<file path="src/rtl/uobd_pkg.sv">
package uobd_pkg;
  // Register indices; byte address is four times the index
  localparam logic [7:0] OPT0_IDX = 8'h00;
  localparam logic [7:0] OPT1_IDX = 8'h01;
  localparam logic [7:0] STAT_IDX = 8'h02;
  localparam logic [7:0] OPT0_ADDR = {OPT0_IDX[5:0], 2'h0};
  localparam logic [7:0] OPT1_ADDR = {OPT1_IDX[5:0], 2'h0};
  localparam logic [7:0] STAT_ADDR = {STAT_IDX[5:0], 2'h0};

  // Flash locations of the two option bytes
  localparam logic [15:0] FLASH_OPT0 = 16'h0000;
  localparam logic [15:0] FLASH_OPT1 = 16'h0001;

  // Field positions, first option byte
  localparam int WDT_ACT_BIT = 7;
  localparam int WATCHDOG_ALWAYS_ON_BIT = 6;
  localparam int BO_AO_BIT = 3;
  localparam int RDP_BIT = 2;
  localparam int WRP_BIT = 0;
  // Field position, second option byte
  localparam int XTAL_BIT = 4;

  // Reserved bits, forced to one on write and read
  localparam logic [7:0] OPT0_RSVD = 8'h32;
  localparam logic [7:0] OPT1_RSVD = 8'hEF;
  localparam logic [7:0] ERASED = 8'hFF;

  // Status register fields
  localparam int ST_LOADED_BIT = 0;
  localparam int ST_WDT_RUN_BIT = 1;
  localparam int ST_BUSY_BIT = 2;
  localparam int ST_REFUSED_BIT = 3;

  // AXI responses
  localparam logic [1:0] RESP_OKAY = 2'h0;
  localparam logic [1:0] RESP_SLVERR = 2'h2;
  localparam logic [1:0] RESP_DECERR = 2'h3;

  typedef enum logic [1:0] {
    ST_LOAD0 = 2'b00,
    ST_LOAD1 = 2'b01,
    ST_READY = 2'b10,
    ST_PROG = 2'b11
  } uobd_state_t;

  // Flash byte access request
  typedef struct packed {
    logic req;
    logic [15:0] addr;
    logic [7:0] data;
  } uobd_flash_req_t;

  // Decoded controls toward the consuming blocks
  typedef struct packed {
    logic ready;
    logic wdt_irq;
    logic wdt_sys_reset;
    logic wdt_run;
    logic brownout_on;
    logic code_read_ok;
    logic debug_full;
    logic user_flash_write_ok;
    logic debug_mass_erase_ok;
    logic xtal_on_in_reset;
    logic long_reset;
  } uobd_ctrl_t;
endpackage : uobd_pkg

</file>
<file path="src/rtl/uobd_top.sv">
`timescale 1ns/10ps
// Function
// - Action bit 0: watchdog timeout raises an interrupt request.
// - Action bit 1, erased default: watchdog timeout forces a system reset.
// - Always-on bit 0: watchdog runs from power-up and cannot be disabled.
// - Always-on bit 1: watchdog starts on instruction; stops on reset or recovery.
// - First byte bits 5:4 reserved, written and read as 11.
// - Brown-out bit 0: off in stop mode only with power control bit set.
// - Brown-out bit 1, erased default: brown-out protection always on.
// - Read-protect 0: program code blocked, debugger limited.
// - Read-protect 1: code readable, every debugger command allowed.
// - Write-protect 0: user program and erase refused; debugger mass erase allowed.
// - Write-protect 1: program, page erase and mass erase permitted.
// - Crystal bit switches oscillator and reset length; clock selection stays separate.
// - Crystal bit 0: oscillator runs during reset, longer reset.
// - Crystal bit 1: oscillator off during reset, shorter reset.
// - Second byte bits 7:5 reserved, written and read as 111.
// - Second byte bits 3:0 reserved, written and read as 1111.
// - Option bits keep stored values through any reset.
// - Option bytes at flash 0000H/0001H, lost on page 0 erase.
module uobd_top (
  input wire logic core_clk,
  input wire logic rst_n,
  // AXI4-Lite slave
  input wire logic [7:0] s_axi_awaddr,
  input wire logic s_axi_awvalid,
  output logic s_axi_awready,
  input wire logic [31:0] s_axi_wdata,
  input wire logic [3:0] s_axi_wstrb,
  input wire logic s_axi_wvalid,
  output logic s_axi_wready,
  output logic [1:0] s_axi_bresp,
  output logic s_axi_bvalid,
  input wire logic s_axi_bready,
  input wire logic [7:0] s_axi_araddr,
  input wire logic s_axi_arvalid,
  output logic s_axi_arready,
  output logic [31:0] s_axi_rdata,
  output logic [1:0] s_axi_rresp,
  output logic s_axi_rvalid,
  input wire logic s_axi_rready,
  // Flash read port
  output uobd_pkg::uobd_flash_req_t flash_rd,
  input wire logic flash_rd_ack,
  input wire logic [7:0] flash_rd_data,
  // Flash program port
  output uobd_pkg::uobd_flash_req_t flash_prog,
  input wire logic flash_prog_ack,
  input wire logic page0_erased,
  // Events from the consuming blocks
  input wire logic wdt_timeout,
  input wire logic watchdog_start_instruction,
  input wire logic stop_recovery,
  input wire logic stop_mode,
  input wire logic pwr_brownout_off,
  // Decoded controls
  output uobd_pkg::uobd_ctrl_t ctrl
);

  uobd_pkg::uobd_state_t state_reg;
  uobd_pkg::uobd_state_t state_next;
  logic [7:0] opt0_reg;
  logic [7:0] opt1_reg;
  logic wdt_run_reg;
  logic refused_reg;
  uobd_pkg::uobd_ctrl_t ctrl_reg;
  uobd_pkg::uobd_flash_req_t prog_reg;

  // AXI write and read side holding registers
  logic aw_held_reg;
  logic w_held_reg;
  logic [7:0] awaddr_reg;
  logic [7:0] wdata_reg;
  logic wstrb0_reg;
  logic bvalid_reg;
  logic [1:0] bresp_reg;
  logic rvalid_reg;
  logic [31:0] rdata_reg;
  logic [1:0] rresp_reg;

  // Option bytes as seen by everyone, reserved bits forced high
  wire [7:0] opt0_view = opt0_reg | uobd_pkg::OPT0_RSVD;
  wire [7:0] opt1_view = opt1_reg | uobd_pkg::OPT1_RSVD;
  wire loaded = (state_reg == uobd_pkg::ST_READY) || (state_reg == uobd_pkg::ST_PROG);
  wire act_bit = opt0_view[uobd_pkg::WDT_ACT_BIT];
  wire ao_bit = opt0_view[uobd_pkg::WATCHDOG_ALWAYS_ON_BIT];
  wire bo_bit = opt0_view[uobd_pkg::BO_AO_BIT];
  wire rdp_bit = opt0_view[uobd_pkg::RDP_BIT];
  wire wrp_bit = opt0_view[uobd_pkg::WRP_BIT];
  wire xtal_bit = opt1_view[uobd_pkg::XTAL_BIT];

  // Write address decode and acceptance
  wire wr_go = aw_held_reg && w_held_reg && !bvalid_reg && (state_reg == uobd_pkg::ST_READY);
  wire wr_opt0 = (awaddr_reg == uobd_pkg::OPT0_ADDR);
  wire wr_opt1 = (awaddr_reg == uobd_pkg::OPT1_ADDR);
  wire wr_stat = (awaddr_reg == uobd_pkg::STAT_ADDR);
  wire wr_opt = wr_opt0 || wr_opt1;
  // Page 0 holds the option bytes, so write protect covers them too
  wire wr_allowed = wr_opt && wstrb0_reg && wrp_bit;
  wire wr_refused = wr_opt && !(wstrb0_reg && wrp_bit);
  wire [7:0] wr_byte = wr_opt0 ? (wdata_reg | uobd_pkg::OPT0_RSVD)
                               : (wdata_reg | uobd_pkg::OPT1_RSVD);
  wire [1:0] wr_resp = wr_refused ? uobd_pkg::RESP_SLVERR
                     : (wr_stat ? uobd_pkg::RESP_OKAY : uobd_pkg::RESP_DECERR);
  wire prog_done = (state_reg == uobd_pkg::ST_PROG) && flash_prog_ack;

  // Read decode
  wire rd_go = s_axi_arvalid && !rvalid_reg;
  wire rd_opt0 = (s_axi_araddr == uobd_pkg::OPT0_ADDR);
  wire rd_opt1 = (s_axi_araddr == uobd_pkg::OPT1_ADDR);
  wire rd_stat = (s_axi_araddr == uobd_pkg::STAT_ADDR);
  wire [7:0] stat_byte = {4'h0, refused_reg, (state_reg == uobd_pkg::ST_PROG),
                          wdt_run_reg, loaded};
  // Unmapped reads return zero beside the decode error
  wire [7:0] rd_byte = rd_opt0 ? opt0_view
                     : (rd_opt1 ? opt1_view : (rd_stat ? stat_byte : 8'h00));
  wire [1:0] rd_resp = (rd_opt0 || rd_opt1 || rd_stat) ? uobd_pkg::RESP_OKAY
                                                      : uobd_pkg::RESP_DECERR;

  // Handshake outputs
  assign s_axi_awready = !aw_held_reg;
  assign s_axi_wready = !w_held_reg;
  assign s_axi_bvalid = bvalid_reg;
  assign s_axi_bresp = bresp_reg;
  assign s_axi_arready = !rvalid_reg;
  assign s_axi_rvalid = rvalid_reg;
  assign s_axi_rdata = rdata_reg;
  assign s_axi_rresp = rresp_reg;

  // Flash read requests: byte 0 then byte 1 after every reset
  assign flash_rd.req = (state_reg == uobd_pkg::ST_LOAD0) || (state_reg == uobd_pkg::ST_LOAD1);
  assign flash_rd.addr = (state_reg == uobd_pkg::ST_LOAD1) ? uobd_pkg::FLASH_OPT1
                                                           : uobd_pkg::FLASH_OPT0;
  assign flash_rd.data = 8'h00;
  assign flash_prog = prog_reg;
  assign ctrl = ctrl_reg;

  // Load sequence, then programming of option bytes on software writes
  always_comb begin
    state_next = state_reg;
    case (state_reg)
      uobd_pkg::ST_LOAD0: begin
        if (flash_rd_ack) begin
          state_next = uobd_pkg::ST_LOAD1;
        end
      end
      uobd_pkg::ST_LOAD1: begin
        if (flash_rd_ack) begin
          state_next = uobd_pkg::ST_READY;
        end
      end
      uobd_pkg::ST_READY: begin
        if (wr_go && wr_allowed) begin
          state_next = uobd_pkg::ST_PROG;
        end
      end
      uobd_pkg::ST_PROG: begin
        if (flash_prog_ack) begin
          state_next = uobd_pkg::ST_READY;
        end
      end
      default: begin
        state_next = uobd_pkg::ST_LOAD0;
      end
    endcase
  end

  always_ff @(posedge core_clk or negedge rst_n) begin
    if (!rst_n) begin
      state_reg <= uobd_pkg::ST_LOAD0;
    end else begin
      state_reg <= state_next;
    end
  end

  // Option byte latches; reset only to erased, true value reloaded from flash
  always_ff @(posedge core_clk or negedge rst_n) begin
    if (!rst_n) begin
      opt0_reg <= uobd_pkg::ERASED;
      opt1_reg <= uobd_pkg::ERASED;
    end else if (page0_erased) begin
      opt0_reg <= uobd_pkg::ERASED;
      opt1_reg <= uobd_pkg::ERASED;
    end else if (flash_rd_ack && state_reg == uobd_pkg::ST_LOAD0) begin
      opt0_reg <= flash_rd_data;
    end else if (flash_rd_ack && state_reg == uobd_pkg::ST_LOAD1) begin
      opt1_reg <= flash_rd_data;
    end else if (prog_done && prog_reg.addr == uobd_pkg::FLASH_OPT0) begin
      opt0_reg <= prog_reg.data;
    end else if (prog_done) begin
      opt1_reg <= prog_reg.data;
    end
  end

  // Program request held until the flash takes it
  always_ff @(posedge core_clk or negedge rst_n) begin
    if (!rst_n) begin
      prog_reg <= '0;
    end else if (wr_go && wr_allowed) begin
      prog_reg.req <= 1'b1;
      prog_reg.addr <= wr_opt0 ? uobd_pkg::FLASH_OPT0 : uobd_pkg::FLASH_OPT1;
      prog_reg.data <= wr_byte;
    end else if (prog_done) begin
      prog_reg.req <= 1'b0;
    end
  end

  // Watchdog run state; always-on wins over any stop
  wire wdt_run_next = (loaded && !ao_bit)
                    || (loaded && watchdog_start_instruction)
                    || (wdt_run_reg && !stop_recovery);

  always_ff @(posedge core_clk or negedge rst_n) begin
    if (!rst_n) begin
      wdt_run_reg <= 1'b0;
    end else begin
      wdt_run_reg <= wdt_run_next;
    end
  end

  // Decoded controls, registered so consumers see one clean set
  wire wdt_fire = loaded && wdt_run_reg && wdt_timeout;
  uobd_pkg::uobd_ctrl_t ctrl_next;
  always_comb begin
    ctrl_next.ready = loaded;
    ctrl_next.wdt_irq = wdt_fire && !act_bit;
    ctrl_next.wdt_sys_reset = wdt_fire && act_bit;
    ctrl_next.wdt_run = wdt_run_reg;
    // Stop-mode switch-off needs both the option and the power control bit
    ctrl_next.brownout_on = bo_bit || !(stop_mode && pwr_brownout_off);
    ctrl_next.code_read_ok = loaded && rdp_bit;
    ctrl_next.debug_full = loaded && rdp_bit;
    ctrl_next.user_flash_write_ok = loaded && wrp_bit;
    ctrl_next.debug_mass_erase_ok = 1'b1;
    // Oscillator enable and reset length only; clock source choice is elsewhere
    ctrl_next.xtal_on_in_reset = !xtal_bit;
    ctrl_next.long_reset = !xtal_bit;
  end

  always_ff @(posedge core_clk or negedge rst_n) begin
    if (!rst_n) begin
      ctrl_reg <= '0;
    end else begin
      ctrl_reg <= ctrl_next;
    end
  end

  // Write channels taken in either order, held until the response
  always_ff @(posedge core_clk or negedge rst_n) begin
    if (!rst_n) begin
      aw_held_reg <= 1'b0;
      awaddr_reg <= 8'h00;
    end else if (s_axi_awvalid && !aw_held_reg) begin
      aw_held_reg <= 1'b1;
      awaddr_reg <= s_axi_awaddr;
    end else if (s_axi_bvalid && s_axi_bready) begin
      aw_held_reg <= 1'b0;
    end
  end

  always_ff @(posedge core_clk or negedge rst_n) begin
    if (!rst_n) begin
      w_held_reg <= 1'b0;
      wdata_reg <= 8'h00;
      wstrb0_reg <= 1'b0;
    end else if (s_axi_wvalid && !w_held_reg) begin
      w_held_reg <= 1'b1;
      wdata_reg <= s_axi_wdata[7:0];
      wstrb0_reg <= s_axi_wstrb[0];
    end else if (s_axi_bvalid && s_axi_bready) begin
      w_held_reg <= 1'b0;
    end
  end

  // Response: at once for refusals, after the flash ack for programming
  always_ff @(posedge core_clk or negedge rst_n) begin
    if (!rst_n) begin
      bvalid_reg <= 1'b0;
      bresp_reg <= uobd_pkg::RESP_OKAY;
    end else if (wr_go && !wr_allowed) begin
      bvalid_reg <= 1'b1;
      bresp_reg <= wr_resp;
    end else if (prog_done) begin
      bvalid_reg <= 1'b1;
      bresp_reg <= uobd_pkg::RESP_OKAY;
    end else if (s_axi_bready) begin
      bvalid_reg <= 1'b0;
    end
  end

  // Sticky refusal flag; a new refusal wins over the clear by status write
  always_ff @(posedge core_clk or negedge rst_n) begin
    if (!rst_n) begin
      refused_reg <= 1'b0;
    end else if (wr_go && wr_refused) begin
      refused_reg <= 1'b1;
    end else if (wr_go && wr_stat && wdata_reg[uobd_pkg::ST_REFUSED_BIT]) begin
      refused_reg <= 1'b0;
    end
  end

  // Read channel, one cycle answer
  always_ff @(posedge core_clk or negedge rst_n) begin
    if (!rst_n) begin
      rvalid_reg <= 1'b0;
      rdata_reg <= 32'h0000_0000;
      rresp_reg <= uobd_pkg::RESP_OKAY;
    end else if (rd_go) begin
      rvalid_reg <= 1'b1;
      rdata_reg <= {24'h00_0000, rd_byte};
      rresp_reg <= rd_resp;
    end else if (s_axi_rready) begin
      rvalid_reg <= 1'b0;
    end
  end

  // Checks on the block's own behaviour
  a_wdt_irq_mode: assert property (@(posedge core_clk) disable iff (!rst_n)
    (wdt_fire && !act_bit) |=> (ctrl.wdt_irq && !ctrl.wdt_sys_reset))
    else $error("timeout with action 0 did not raise irq");
  a_wdt_reset_mode: assert property (@(posedge core_clk) disable iff (!rst_n)
    (wdt_fire && act_bit) |=> (ctrl.wdt_sys_reset && !ctrl.wdt_irq))
    else $error("timeout with action 1 did not reset");
  a_wdt_always_on: assert property (@(posedge core_clk) disable iff (!rst_n)
    (loaded && !ao_bit) |-> ##2 ctrl.wdt_run)
    else $error("always-on watchdog not running");
  a_wdt_start_stop: assert property (@(posedge core_clk) disable iff (!rst_n)
    (ao_bit && $stable(opt0_reg) && !wdt_run_reg && !watchdog_start_instruction)
      |=> !wdt_run_reg)
    else $error("watchdog started without instruction");
  a_rsvd_reads: assert property (@(posedge core_clk) disable iff (!rst_n)
    (rvalid_reg && $rose(rvalid_reg) && $past(rd_opt0)) |-> (rdata_reg[5:4] == 2'h3))
    else $error("reserved bits 5:4 not read as 11");
  a_brownout_hold: assert property (@(posedge core_clk) disable iff (!rst_n)
    bo_bit |=> ctrl.brownout_on)
    else $error("brown-out dropped while always-on");
  a_brownout_off: assert property (@(posedge core_clk) disable iff (!rst_n)
    (!bo_bit && stop_mode && pwr_brownout_off) |=> !ctrl.brownout_on)
    else $error("brown-out not switched off in stop");
  a_read_protect: assert property (@(posedge core_clk) disable iff (!rst_n)
    (loaded && !rdp_bit) |=> (!ctrl.code_read_ok && !ctrl.debug_full))
    else $error("code readable while read protected");
  a_write_refuse: assert property (@(posedge core_clk) disable iff (!rst_n)
    (wr_go && wr_opt && !wrp_bit) |=> (s_axi_bvalid && s_axi_bresp == uobd_pkg::RESP_SLVERR
      && !flash_prog.req))
    else $error("protected option write not refused");
  a_load_order: assert property (@(posedge core_clk) disable iff (!rst_n)
    (state_reg == uobd_pkg::ST_LOAD1 && flash_rd_ack) |=> ##1 ctrl.ready)
    else $error("controls not released after load");
  a_xtal_follow: assert property (@(posedge core_clk) disable iff (!rst_n)
    (!xtal_bit && $stable(opt1_reg)) |=> (ctrl.xtal_on_in_reset && ctrl.long_reset))
    else $error("crystal not enabled in reset");

endmodule : uobd_top

</file>
<file path="config.mk">
export PLATFORM = sky130hd
export DESIGN_NAME = uobd_top
export DESIGN_NICKNAME = d
export VERILOG_FILES = /design/src/rtl/uobd_pkg.sv /design/src/rtl/uobd_top.sv
export SDC_FILE = /design/constraint.sdc
export NUM_CORES = 1
export LEC_CHECK = 0
export ABC_AREA = 1
export BUFFER_PORTS_ARGS = -buffer_cell sky130_fd_sc_hd__clkbuf_2
export CAP_MARGIN = 20
export CORE_AREA = 5 5 95 97
export DETAILED_ROUTE_END_ITERATION = 7
export DIE_AREA = 0 0 100 102
export PLACE_DENSITY = 0.85
export SETUP_SLACK_MARGIN = 0.4
export SLEW_MARGIN = 10
export SYNTH_ARGS = -nofsm -noshare
export SYNTH_HDL_FRONTEND = slang
export SYNTH_SLANG_ARGS = --single-unit
export TNS_END_PERCENT = 1
</file>
<file path="constraint.sdc">
create_clock -name core_clk -period 1.06 [get_ports core_clk]
set_input_delay 0.106 -clock core_clk [delete_from_list [all_inputs] [get_ports core_clk]]
set_output_delay 0.106 -clock core_clk [all_outputs]
set_load 0.05 [all_outputs]
</file>
==> impl_results.md, run 1 <==
- CP top delay family: flip-flops
- Status: finished, violations left
- Hold Vio Cnt, Final: 3
- CP Cell Sequence: buf_12, nor2_4, buf_12
- Clk sink count: 58
- CP arrival: 1.20 ns
- Largest net degree at the start of global routing: 44
- Critical path's slowest cell: dfrtp_2
- Routability-driven placement congestion ratio: 0.868
- DR vias: 2498
- Final WS setup: -0.247 ns
- Pwr/cell area: 1900 nW/um^2
- CP bufs+invs: 2
- Critical path class: flop to output pin
- RSZ-0062 raised after global routing: true
- Synthesized cell area: 3140 um^2
- Max Clk Rate: 765 MHz
- Synth top area share: 41.5%
- First-pass GRT wire length: 11500 um
- GRT overflow: 0
- Leak pwr: 2.30 nW
- Die X: 100 um
- Detailed Place HPWL: 5750 um
- Cell variety after synth: 32
- Worst clock skew: 0.00859 ns
- Most common cell in the netlist: nand2_1
- Final net count: 555
- # fillers: 712
- Clock slew at reported path FFs: 0.06 ns
- Syn Inst Count: 371
- Crit-path most repeated cell: buf_12
- CORE AREA: 8050 um^2
- Fin Setup TNS: -3.75 ns
- Routed WL: 7560 um
- CP max FO: 4
- Initial drt markers: 101
- Vias per std cell: 4.25
- Root Driver: clkbuf_8
- Hold slack: -0.00261 ns
- All-Layer GR Usage: 14.6%
- Sequential element share of the synthesized area: 46.5%
- Synth Warn #: 0
- Multi-input gate area: 1310 um^2
- Syn Area/Cell: 8.45 um^2
- I/O Buffers: 83
- Async SR Flop Fraction: 100%
- Min Tclk post-route: 1.31 ns
- Num ports: 177
- Core Rows: 33
- Share of cells above drive strength 1: 38.5%
- Clock Latency Late Sink: 0.34 ns
- Die ar.: 10200 um^2
- Violated checks: negative hold slack, negative setup slack
- Fin. max-slew vios: 0
- Most frequent cells after synthesis: nand2_1, buf_4, dfrtp_1
- Critical Path RT: 0.95 ns
- Largest area contributor in the netlist: dfrtp_1
- Main flop type after synthesis: dfrtp_1
- Initial antenna violation count: 0
- Yosys reg bits: 58
- Chip height: 102 um
- Dpl ws: -0.249 ns
- H-tree depth: 3
- CP startpoint kind: flop
- CTS tree: yes
- CP peak stage delay: 0.43 ns
- Max Cap Viol: 0
- Ant diodes: 0
- Drt wl/cell: 12.8 um
- HP Class: input port to flop
- DRT Pass-1 Iters: 4
- Maximum VDD drop: 1.54 mV
- Crit. End Element: output pin
- Area contributors post-synth: dfrtp_1, buf_4, nand2_1, inv_1, dfstp_2
- Initial cell density of the core: 38.9%
- TritonCTS Buffers: 9
- Area growth from synthesis to layout: 38.8%
- CTS Buffer Depth: 2
- Post-synth EDFFs: 0
- DRC: 0
- Hold-fix buffers, CTS: 5
- Register Area: 1460 um^2
- Vias in the first global route: 2449
- Tcrit/Tclk final: 123%
- Setup-failing EPs final: 29
- Routed Antenna Nets: 0
[final cells by class]
cell class              count  area share, %
inverters                  49           4.63
well taps                 105           3.02
repair buffers            110           25.0
clock inverters             4          0.460
multi-input cells         252           30.1
clock buffers              10           3.16
flip-flops and latches     58           33.6
[layout by cell type, fill, tap and decap left out, types with 4 or more instances in the layout]
cell type and n:
nand2_1 77, conb_1 63, dfrtp_1 48, clkbuf_2 42, inv_1 39, buf_8 26, nand3_1 19, buf_4 16
nor2_1 14, a21oi_1 13, clkbuf_8 13, buf_6 10, nor2_2 9, nor2_4 8, o21ai_1 8, nand3_2 8
inv_2 6, dfstp_2 6, mux2_2 5, nand2_4 5, o21ai_0 5, dlygate4sd3_1 5, o21ai_2 4, clkinv_2 4
dfrtp_2 4, buf_12 4
[layer usage]
layer | vias to the layer above | global-route usage (%) | share of wire (%)
met4 | 0 | 3.52 | 0.68
met2 | 101 | 27.4 | 56
li1 | 1235 | - | -
met1 | 1153 | 15.5 | 35
met3 | 9 | 5.32 | 8.2
met5 | - | 0 | 0
[worst paths after layout]
check,slack (ns),cells after the start,start,end
setup / recovery,-0.25,3,state_reg[1]$_DFFE_PN0P_,flash_rd[8]
hold / removal,-0.003,2,s_axi_awaddr[5],awaddr_reg[5]$_DFFE_PN0P_
setup reg to reg,-0.20,6,s_axi_bvalid$_DFFE_PN0P_,flash_prog[0]$_DFFE_PN0P_
hold reg to reg,0.45,1,opt1_reg[4]$_DFFE_PN1P_,ctrl[0]$_DFF_PN0_
max in group asynchronous,0.44,3,rst_n,opt0_reg[6]$_DFFE_PN1P_
min in group asynchronous,0.13,2,rst_n,ctrl[10]$_DFF_PN0_
[timing repair]
action,in CTS,in global routing
resized for setup,92,67
pin swaps,11,7
setup buffers,2,0
endpoints found under the hold margin,62,4
gates cloned,0,0
endpoints found under the setup margin,96,102
[power by group]
part	total [mW]	leakage, nW	switching (mW)	internal, mW
registers	3.06	0.694	0.347	2.71
clock network	1.66	0.0875	0.790	0.865
logic	3.54	1.52	2.19	1.35
[cells by family (layout without fill, tap and decap cells)]
kind of cell	count (synthesis)	after routing	share of synthesized area (%)
flops	58	58	46.5
buf+inv	122	173	23.6
compound gates	32	32	5.27
other cells	2	63	0.240
mux	6	6	2.15
simple gates	151	151	22.2
[per-stage QoR]
step / utilization (%) / power [mW] / std cells / hold WS (ns) / area, um^2
after floorplan: - / 5.31 / 432 / -0.190 / 3410
after global placement: 44.7 / 5.80 / 567 / -0.0679 / 3600
after detailed placement: 44.7 / 5.90 / 567 / -0.0688 / 3600
after CTS: 52.2 / 8.08 / 588 / -0.0177 / 4200
after global routing: 54.0 / 8.73 / 588 / -0.0139 / 4350
final: 54.0 / 8.25 / 588 / -0.00261 / 4350
(Power assumes the default switching activity.)
==> run 2, diff against run 1 <==
--- a/config.mk
+++ b/config.mk
@@ -8,10 +8,11 @@
 export ABC_AREA = 1
 export BUFFER_PORTS_ARGS = -buffer_cell sky130_fd_sc_hd__clkbuf_2
 export CAP_MARGIN = 20
-export CORE_AREA = 5 5 95 97
+export CORE_AREA = 5 5 94 96
+export CTS_BUF_LIST = sky130_fd_sc_hd__clkbuf_2 sky130_fd_sc_hd__clkbuf_4 sky130_fd_sc_hd__clkbuf_8
 export DETAILED_ROUTE_END_ITERATION = 7
-export DIE_AREA = 0 0 100 102
-export PLACE_DENSITY = 0.85
+export DIE_AREA = 0 0 99 101
+export PLACE_DENSITY = 0.87
 export SETUP_SLACK_MARGIN = 0.4
 export SLEW_MARGIN = 10
 export SYNTH_ARGS = -nofsm -noshare
==> run 2 against run 1 <==
- the flow still finishes with violations (negative hold slack, negative setup slack)
- register-to-register slack about the same
- maximum frequency down 0.19%
- clock power up 20%
- total power up 3.8%
- design area up 0.58%
- sequential share of layout area down 0.22 points
- non-clock buffer count up 3
- critical endpoint unchanged
==> impl_results.md, run 2 (same netlist as run 1, synthesis figures left out) <==
- TritonCTS Buffers: 9 (unchanged)
- DRT Pass-1 Iters: 4 (unchanged)
- Setup-failing EPs final: 30 (+3.4%)
- Worst reg2reg path endpoint: flash_prog[7]$_DFFE_PN0P_
- Num ports: 177 (unchanged)
- Clock slew at reported path FFs: 0.06 ns (about the same)
- Die X: 99 um (-1.0%)
- Hold Vio Cnt, Final: 54 (+51)
- Routed WL: 7640 um (+1.1%)
- Final net count: 558 (+0.54%)
- Vias in the first global route: 2552 (+4.2%)
- Critical Path RT: 0.95 ns (about the same)
- Hold slack: -0.294 ns (-0.292 ns)
- CP max FO: 4 (unchanged)
- First-pass GRT wire length: 11900 um (+3.4%)
- DR vias: 2513 (+0.60%)
- CP Cell Sequence: buf_6, nor2_4, buf_12
- CP startpoint kind: flop
- Clk sink count: 58 (unchanged)
- Total power: 8.57 mW (+3.8%)
- Pwr/cell area: 1960 nW/um^2 (+3.2%)
- Routed Antenna Nets: 0 (unchanged)
- Drt wl/cell: 12.9 um (+0.45%)
- Max Cap Viol: 0 (unchanged)
- # fillers: 699 (-1.8%)
- Root Driver: clkbuf_8
- CP peak stage delay: 0.45 ns (+0.02 ns)
- Clock Latency Late Sink: 0.34 ns (about the same)
- RSZ-0062 raised after global routing: true
- FF-to-FF Start: state_reg[1]$_DFFE_PN0P_
- Initial drt markers: 72 (-29%)
- R2R setup slack: -0.20 ns (about the same)
- Register Area: 1460 um^2 (about the same)
- Ant diodes: 0 (unchanged)
- Area growth from synthesis to layout: 39.6%
- Worst R2R Path Depth: 6 (unchanged)
- Chip height: 101 um (-0.98%)
- Violated checks: negative hold slack, negative setup slack
- Core Rows: 33 (unchanged)
- Layout Cells excl Fill: 592 (+0.68%)
- Routability-driven placement congestion ratio: 0.861 (-0.82%)
- GRT overflow: 0 (unchanged)
- CTS Buffer Depth: 2 (unchanged)
- Dpl ws: -0.224 ns (+0.0252 ns)
- Most common cell after layout, fill and taps aside: nand2_1
- HP Class: input port to asynchronous set/reset pin
- Initial antenna violation count: 0 (unchanged)
- Crit. End Element: output pin
- Final WS setup: -0.250 ns (-0.00250 ns)
- Commonest non-fill, non-tap cells in the layout: nand2_1, conb_1, dfrtp_1
- I/O Buffers: 83 (unchanged)
- Share of cells above drive strength 1: 36.8% (-1.8 points)
- Die ar.: 10000 um^2 (-2.0%)
- Critical path class: flop to output pin
- Leak pwr: 2.33 nW (+1.1%)
- Post-Place Cells: 568 (+0.18%)
- Initial cell density of the core: 39.3% (+0.40 points)
- All-Layer GR Usage: 15.2% (+0.58 points)
- Detailed Place HPWL: 5690 um (-1.1%)
- Min Tclk post-route: 1.31 ns (+0.00250 ns)
- Final instance area: 4380 um^2 (+0.58%)
- Critical path's slowest cell: dfrtp_2
- Fin Setup TNS: -4.03 ns (-0.275 ns)
- H-tree depth: 3 (unchanged)
- Max Clk Rate: 763 MHz (-0.19%)
- Hold-fix buffers, CTS: 6 (+1)
- Vias per std cell: 4.24 (about the same)
- Placed inst area: 3610 um^2 (+0.21%)
- Post-layout util: 54.9% (+0.87 points)
- CTS tree: yes
- Tcrit/Tclk final: 124% (+0.24 points)
- Status: finished, violations left
- Worst clock skew: 0.00685 ns (-0.00174 ns)
- Multi-input gate area: 1280 um^2 (-2.3%)
- Fin. max-slew vios: 0 (unchanged)
- CORE AREA: 7970 um^2 (-1.0%)
- Maximum VDD drop: 1.33 mV (-13%)
- DRC: 0 (unchanged)
- CP arrival: 1.20 ns (about the same)
- Largest net degree at the start of global routing: 40 (-9.1%)
## run 2: cell count changes in the layout (fill, tap and decap cells not counted), sizes merged
cell and change:
bufinv +1, clkinv -1, buf -2, clkbuf +5, clkinvlp +2, inv -1
## run 2: worst max-delay path by stage
stage	to	start	cells after the start	slack, ns
after floorplan	s_axi_rdata[1]$_DFFE_PN0P_	s_axi_rvalid$_DFFE_PN0P_	5	-0.33
after global placement	opt0_reg[7]$_DFFE_PN1P_	state_reg[1]$_DFFE_PN0P_	7	-0.17
after detailed placement	s_axi_bvalid$_DFFE_PN0P_	awaddr_reg[1]$_DFFE_PN0P_	6	-0.22
after CTS	flash_rd[8]	state_reg[1]$_DFFE_PN0P_	3	-0.27
after global routing	flash_rd[8]	state_reg[1]$_DFFE_PN0P_	3	-0.31
final	flash_rd[8]	state_reg[1]$_DFFE_PN0P_	3	-0.25
## run 2: layout make-up
cell class | count | share of cell area (%)
Sequential cell | 58 | 33.4
Multi-Input combinational cell | 252 | 29.2
Timing Repair Buffer | 113 | 25.2
Inverter | 49 | 4.72
Clock buffer | 10 | 3.14
Tap cell | 105 | 3.00
Clock inverter | 5 | 1.26
## run 2: repair_timing
| item | 4_1_cts | 5_1_grt |
|---|---|---|
| setup endpoints to repair | 96 | 148 |
| hold endpoints to repair | 63 | 43 |
| gates resized for setup | 97 | 48 |
| pin swaps | 8 | 1 |
| buffers inserted | 3 | 0 |
## run 2: power by group
| part | switching (mW) | internal, mW |
|---|---|---|
| Clock | 0.860 | 1.13 |
| Sequential | 0.350 | 2.71 |
| Combinational | 2.16 | 1.36 |
## run 2: worst max-delay path, delay by kind of cell, from the launching register on
kind	cells	cell delay, ns
flip-flops	1	0.45
buffers and inverters	2	0.29
AND/OR/NAND/NOR	1	0.13
## run 2: per-layer routing
metal	wire, um	vias up	share of wire, %	track usage (%)
met4	78	0	1.0	3.78
li1	-	1241	-	-
met3	608	13	8.0	6.16
met1	2690	1159	35	14.9
met5	0	-	0	0
met2	4260	100	56	29.3
==> run 3, diff against run 2 <==
--- a/config.mk
+++ b/config.mk
@@ -6,13 +6,14 @@
 export NUM_CORES = 1
 export LEC_CHECK = 0
 export ABC_AREA = 1
-export BUFFER_PORTS_ARGS = -buffer_cell sky130_fd_sc_hd__clkbuf_2
 export CAP_MARGIN = 20
-export CORE_AREA = 5 5 94 96
+export CORE_AREA = 5 5 90 92
 export CTS_BUF_LIST = sky130_fd_sc_hd__clkbuf_2 sky130_fd_sc_hd__clkbuf_4 sky130_fd_sc_hd__clkbuf_8
 export DETAILED_ROUTE_END_ITERATION = 7
-export DIE_AREA = 0 0 99 101
-export PLACE_DENSITY = 0.87
+export DIE_AREA = 0 0 95 97
+export DONT_BUFFER_PORTS = 1
+export GPL_TIMING_DRIVEN = 0
+export PLACE_DENSITY = 0.71
 export SETUP_SLACK_MARGIN = 0.4
 export SLEW_MARGIN = 10
 export SYNTH_ARGS = -nofsm -noshare
==> run 3 against run 2 <==
- via count is 6.1% lower
- critical endpoint is now s_axi_rdata[1]$_DFFE_PN0P_
- the run still ends with negative hold slack, negative setup slack left
- clock skew rose by 0.0025 ns
- combinational power shrank 33%
- worst hold slack lost 0.25 ns
- routed wire length shrank 10%
- design area fell by 5.2%
==> impl_results.md, run 3 (same netlist as run 1, synthesis figures left out) <==
- Status: finished, violations left
- Violated checks: negative hold slack, negative setup slack
- Core Rows: 31 (-6.1%)
- CP arrival: 1.70 ns (+0.50 ns)
- Final WS setup: -0.415 ns (-0.165 ns)
- Root Driver: clkbuf_8
- Fin. max-slew vios: 0 (unchanged)
- Drt wl/cell: 12.0 um (-7.0%)
- Area growth from synthesis to layout: 32.3%
- Max Clk Rate: 678 MHz (-11%)
- Ant diodes: 0 (unchanged)
- CP max FO: 5 (+1)
- Die X: 95 um (-4.0%)
- Largest net degree at the start of global routing: 59 (+48%)
- Initial drt markers: 54 (-25%)
- Leak pwr: 2.16 nW (-7.3%)
- Most common cell after layout, fill and taps aside: nand2_1
- I/O Buffers: 0 (-100%)
- Die ar.: 9220 um^2 (-7.8%)
- Detailed Place HPWL: 5220 um (-8.4%)
- Chip height: 97 um (-4.0%)
- # fillers: 670 (-4.1%)
- Initial antenna violation count: 0 (unchanged)
- RSZ-0062 raised after global routing: true
- Critical Path RT: 1.28 ns (+0.33 ns)
- All-Layer GR Usage: 15.5% (+0.32 points)
- Routability-driven placement congestion ratio: 0.777 (-9.7%)
- Worst clock skew: 0.00930 ns (+0.00245 ns)
- H-tree depth: 3 (unchanged)
- Post-CTS setup buffers: 0 (-3)
- CP startpoint kind: flop
- Crit. End Element: flop
- Vias in the first global route: 2351 (-7.9%)
- Total power: 8.00 mW (-6.7%)
- Hold slack: -0.542 ns (-0.247 ns)
- TritonCTS Buffers: 9 (unchanged)
- Vias per std cell: 4.13 (-2.8%)
- Clk sink count: 58 (unchanged)
- Initial cell density of the core: 43.9% (+4.6 points)
- DRC: 0 (unchanged)
- CTS Buffer Depth: 2 (unchanged)
- Hold Vio Cnt, Final: 62 (+15%)
- Critical path class: flop to flop
- Min Tclk post-route: 1.47 ns (+0.165 ns)
- DRT Pass-1 Iters: 4 (unchanged)
- Maximum VDD drop: 1.79 mV (+35%)
- CTS tree: yes
- Max Cap Viol: 0 (unchanged)
- Register Area: 1500 um^2 (+2.4%)
- Routed Antenna Nets: 0 (unchanged)
- Post-layout util: 58.1% (+3.2 points)
- Commonest non-fill, non-tap cells in the layout: nand2_1, conb_1, buf_4
- Setup-failing EPs final: 57 (+90%)
- Pwr/cell area: 1930 nW/um^2 (-1.5%)
- GRT overflow: 0 (unchanged)
- Placed inst area: 3530 um^2 (-2.1%)
- Final instance area: 4150 um^2 (-5.2%)
- Tcrit/Tclk final: 139% (+16 points)
- DR vias: 2360 (-6.1%)
- Multi-input gate area: 1250 um^2 (-2.5%)
- Clock slew at reported path FFs: 0.06 ns (about the same)
- First-pass GRT wire length: 11100 um (-6.5%)
- Num ports: 177 (unchanged)
- Routed WL: 6870 um (-10%)
- CORE AREA: 7140 um^2 (-10%)
- Final net count: 544 (-2.5%)
- Clock Latency Late Sink: 0.34 ns (about the same)
- Share of cells above drive strength 1: 35.5% (-1.2 points)
- HP Class: input port to asynchronous set/reset pin
==> run 3: cell count changes in the layout (fill, tap and decap cells not counted), sizes merged <==
| cell | before | now |
|---|---|---|
| dlygate4sd3 | 5 | 26 |
| buf | 54 | 72 |
| clkinvlp | 4 | 3 |
| clkinv | 3 | 1 |
| clkbuf | 64 | 14 |
==> run 3: final timing paths <==
path / from / end / slack (ns) / cells after the start
setup / recovery: s_axi_rvalid$_DFFE_PN0P_ / s_axi_rdata[1]$_DFFE_PN0P_ / -0.41 / 5
setup reg to reg: s_axi_rvalid$_DFFE_PN0P_ / s_axi_rdata[1]$_DFFE_PN0P_ / -0.41 / 5
hold reg to reg: wdt_run_reg$_DFF_PN0_ / ctrl[7]$_DFF_PN0_ / 0.45 / 0
max in group asynchronous: rst_n / opt0_reg[0]$_DFFE_PN1P_ / 1.42 / 0
min in group core_clk: flash_rd_ack / state_reg[1]$_DFFE_PN0P_ / -0.10 / 2
hold / removal: rst_n / ctrl[9]$_DFF_PN0_ / -0.54 / 0
==> run 3: cell type report <==
cell class	instances	area share, %
Buffer	73	14.6
Clock buffer	13	4.16
Clock inverter	2	0.844
Inverter	49	5.01
Multi-Input combinational cell	252	30.1
Sequential cell	58	36.1
Tap cell	99	2.99
Timing Repair Buffer	26	6.27
==> run 3: where the power goes <==
group	switching [mW]	total (mW)	internal (mW)
combinational	1.55	2.37	0.824
clock	0.832	2.12	1.29
sequential	0.780	3.51	2.73
total	3.16	8.00	4.84
==> run 3: repair_timing <==
action | 4_1_cts | 5_1_grt
hold buffers | 24 | 2
pin swaps | 10 | 1
cloned | 0 | 0
endpoints found under the setup margin | 96 | 96
hold endpoints to repair | 89 | 68
gates resized for setup | 52 | 12
==> run 3: metrics by stage <==
stage / worst slack, ns / cells / setup TNS (ns)
6_report: -0.415 / 572 / -14.01
5_1_grt: -0.503 / 572 / -17.68
4_1_cts: -0.423 / 570 / -14.35
3_5_place_dp: -0.438 / 531 / -16.31
3_3_place_gp: -0.429 / 531 / -15.47
2_1_floorplan: -0.329 / 432 / -11.01
==> run 3: per-layer routing <==
layer	wire length (um)	up-vias	track usage, %
li1	-	1215	-
met1	2430	1051	15.3
met2	3690	87	28.0
met3	670	7	6.98
met4	69	0	5.11
met5	0	-	0
==> run 3: worst max-delay path, stage by stage (launching register included) <==
cell        delay, ns
dfrtp_2          0.55
clkinvlp_4       0.38
nand2_4          0.20
inv_2            0.06
nand4_1          0.09
nand3_1          0.08
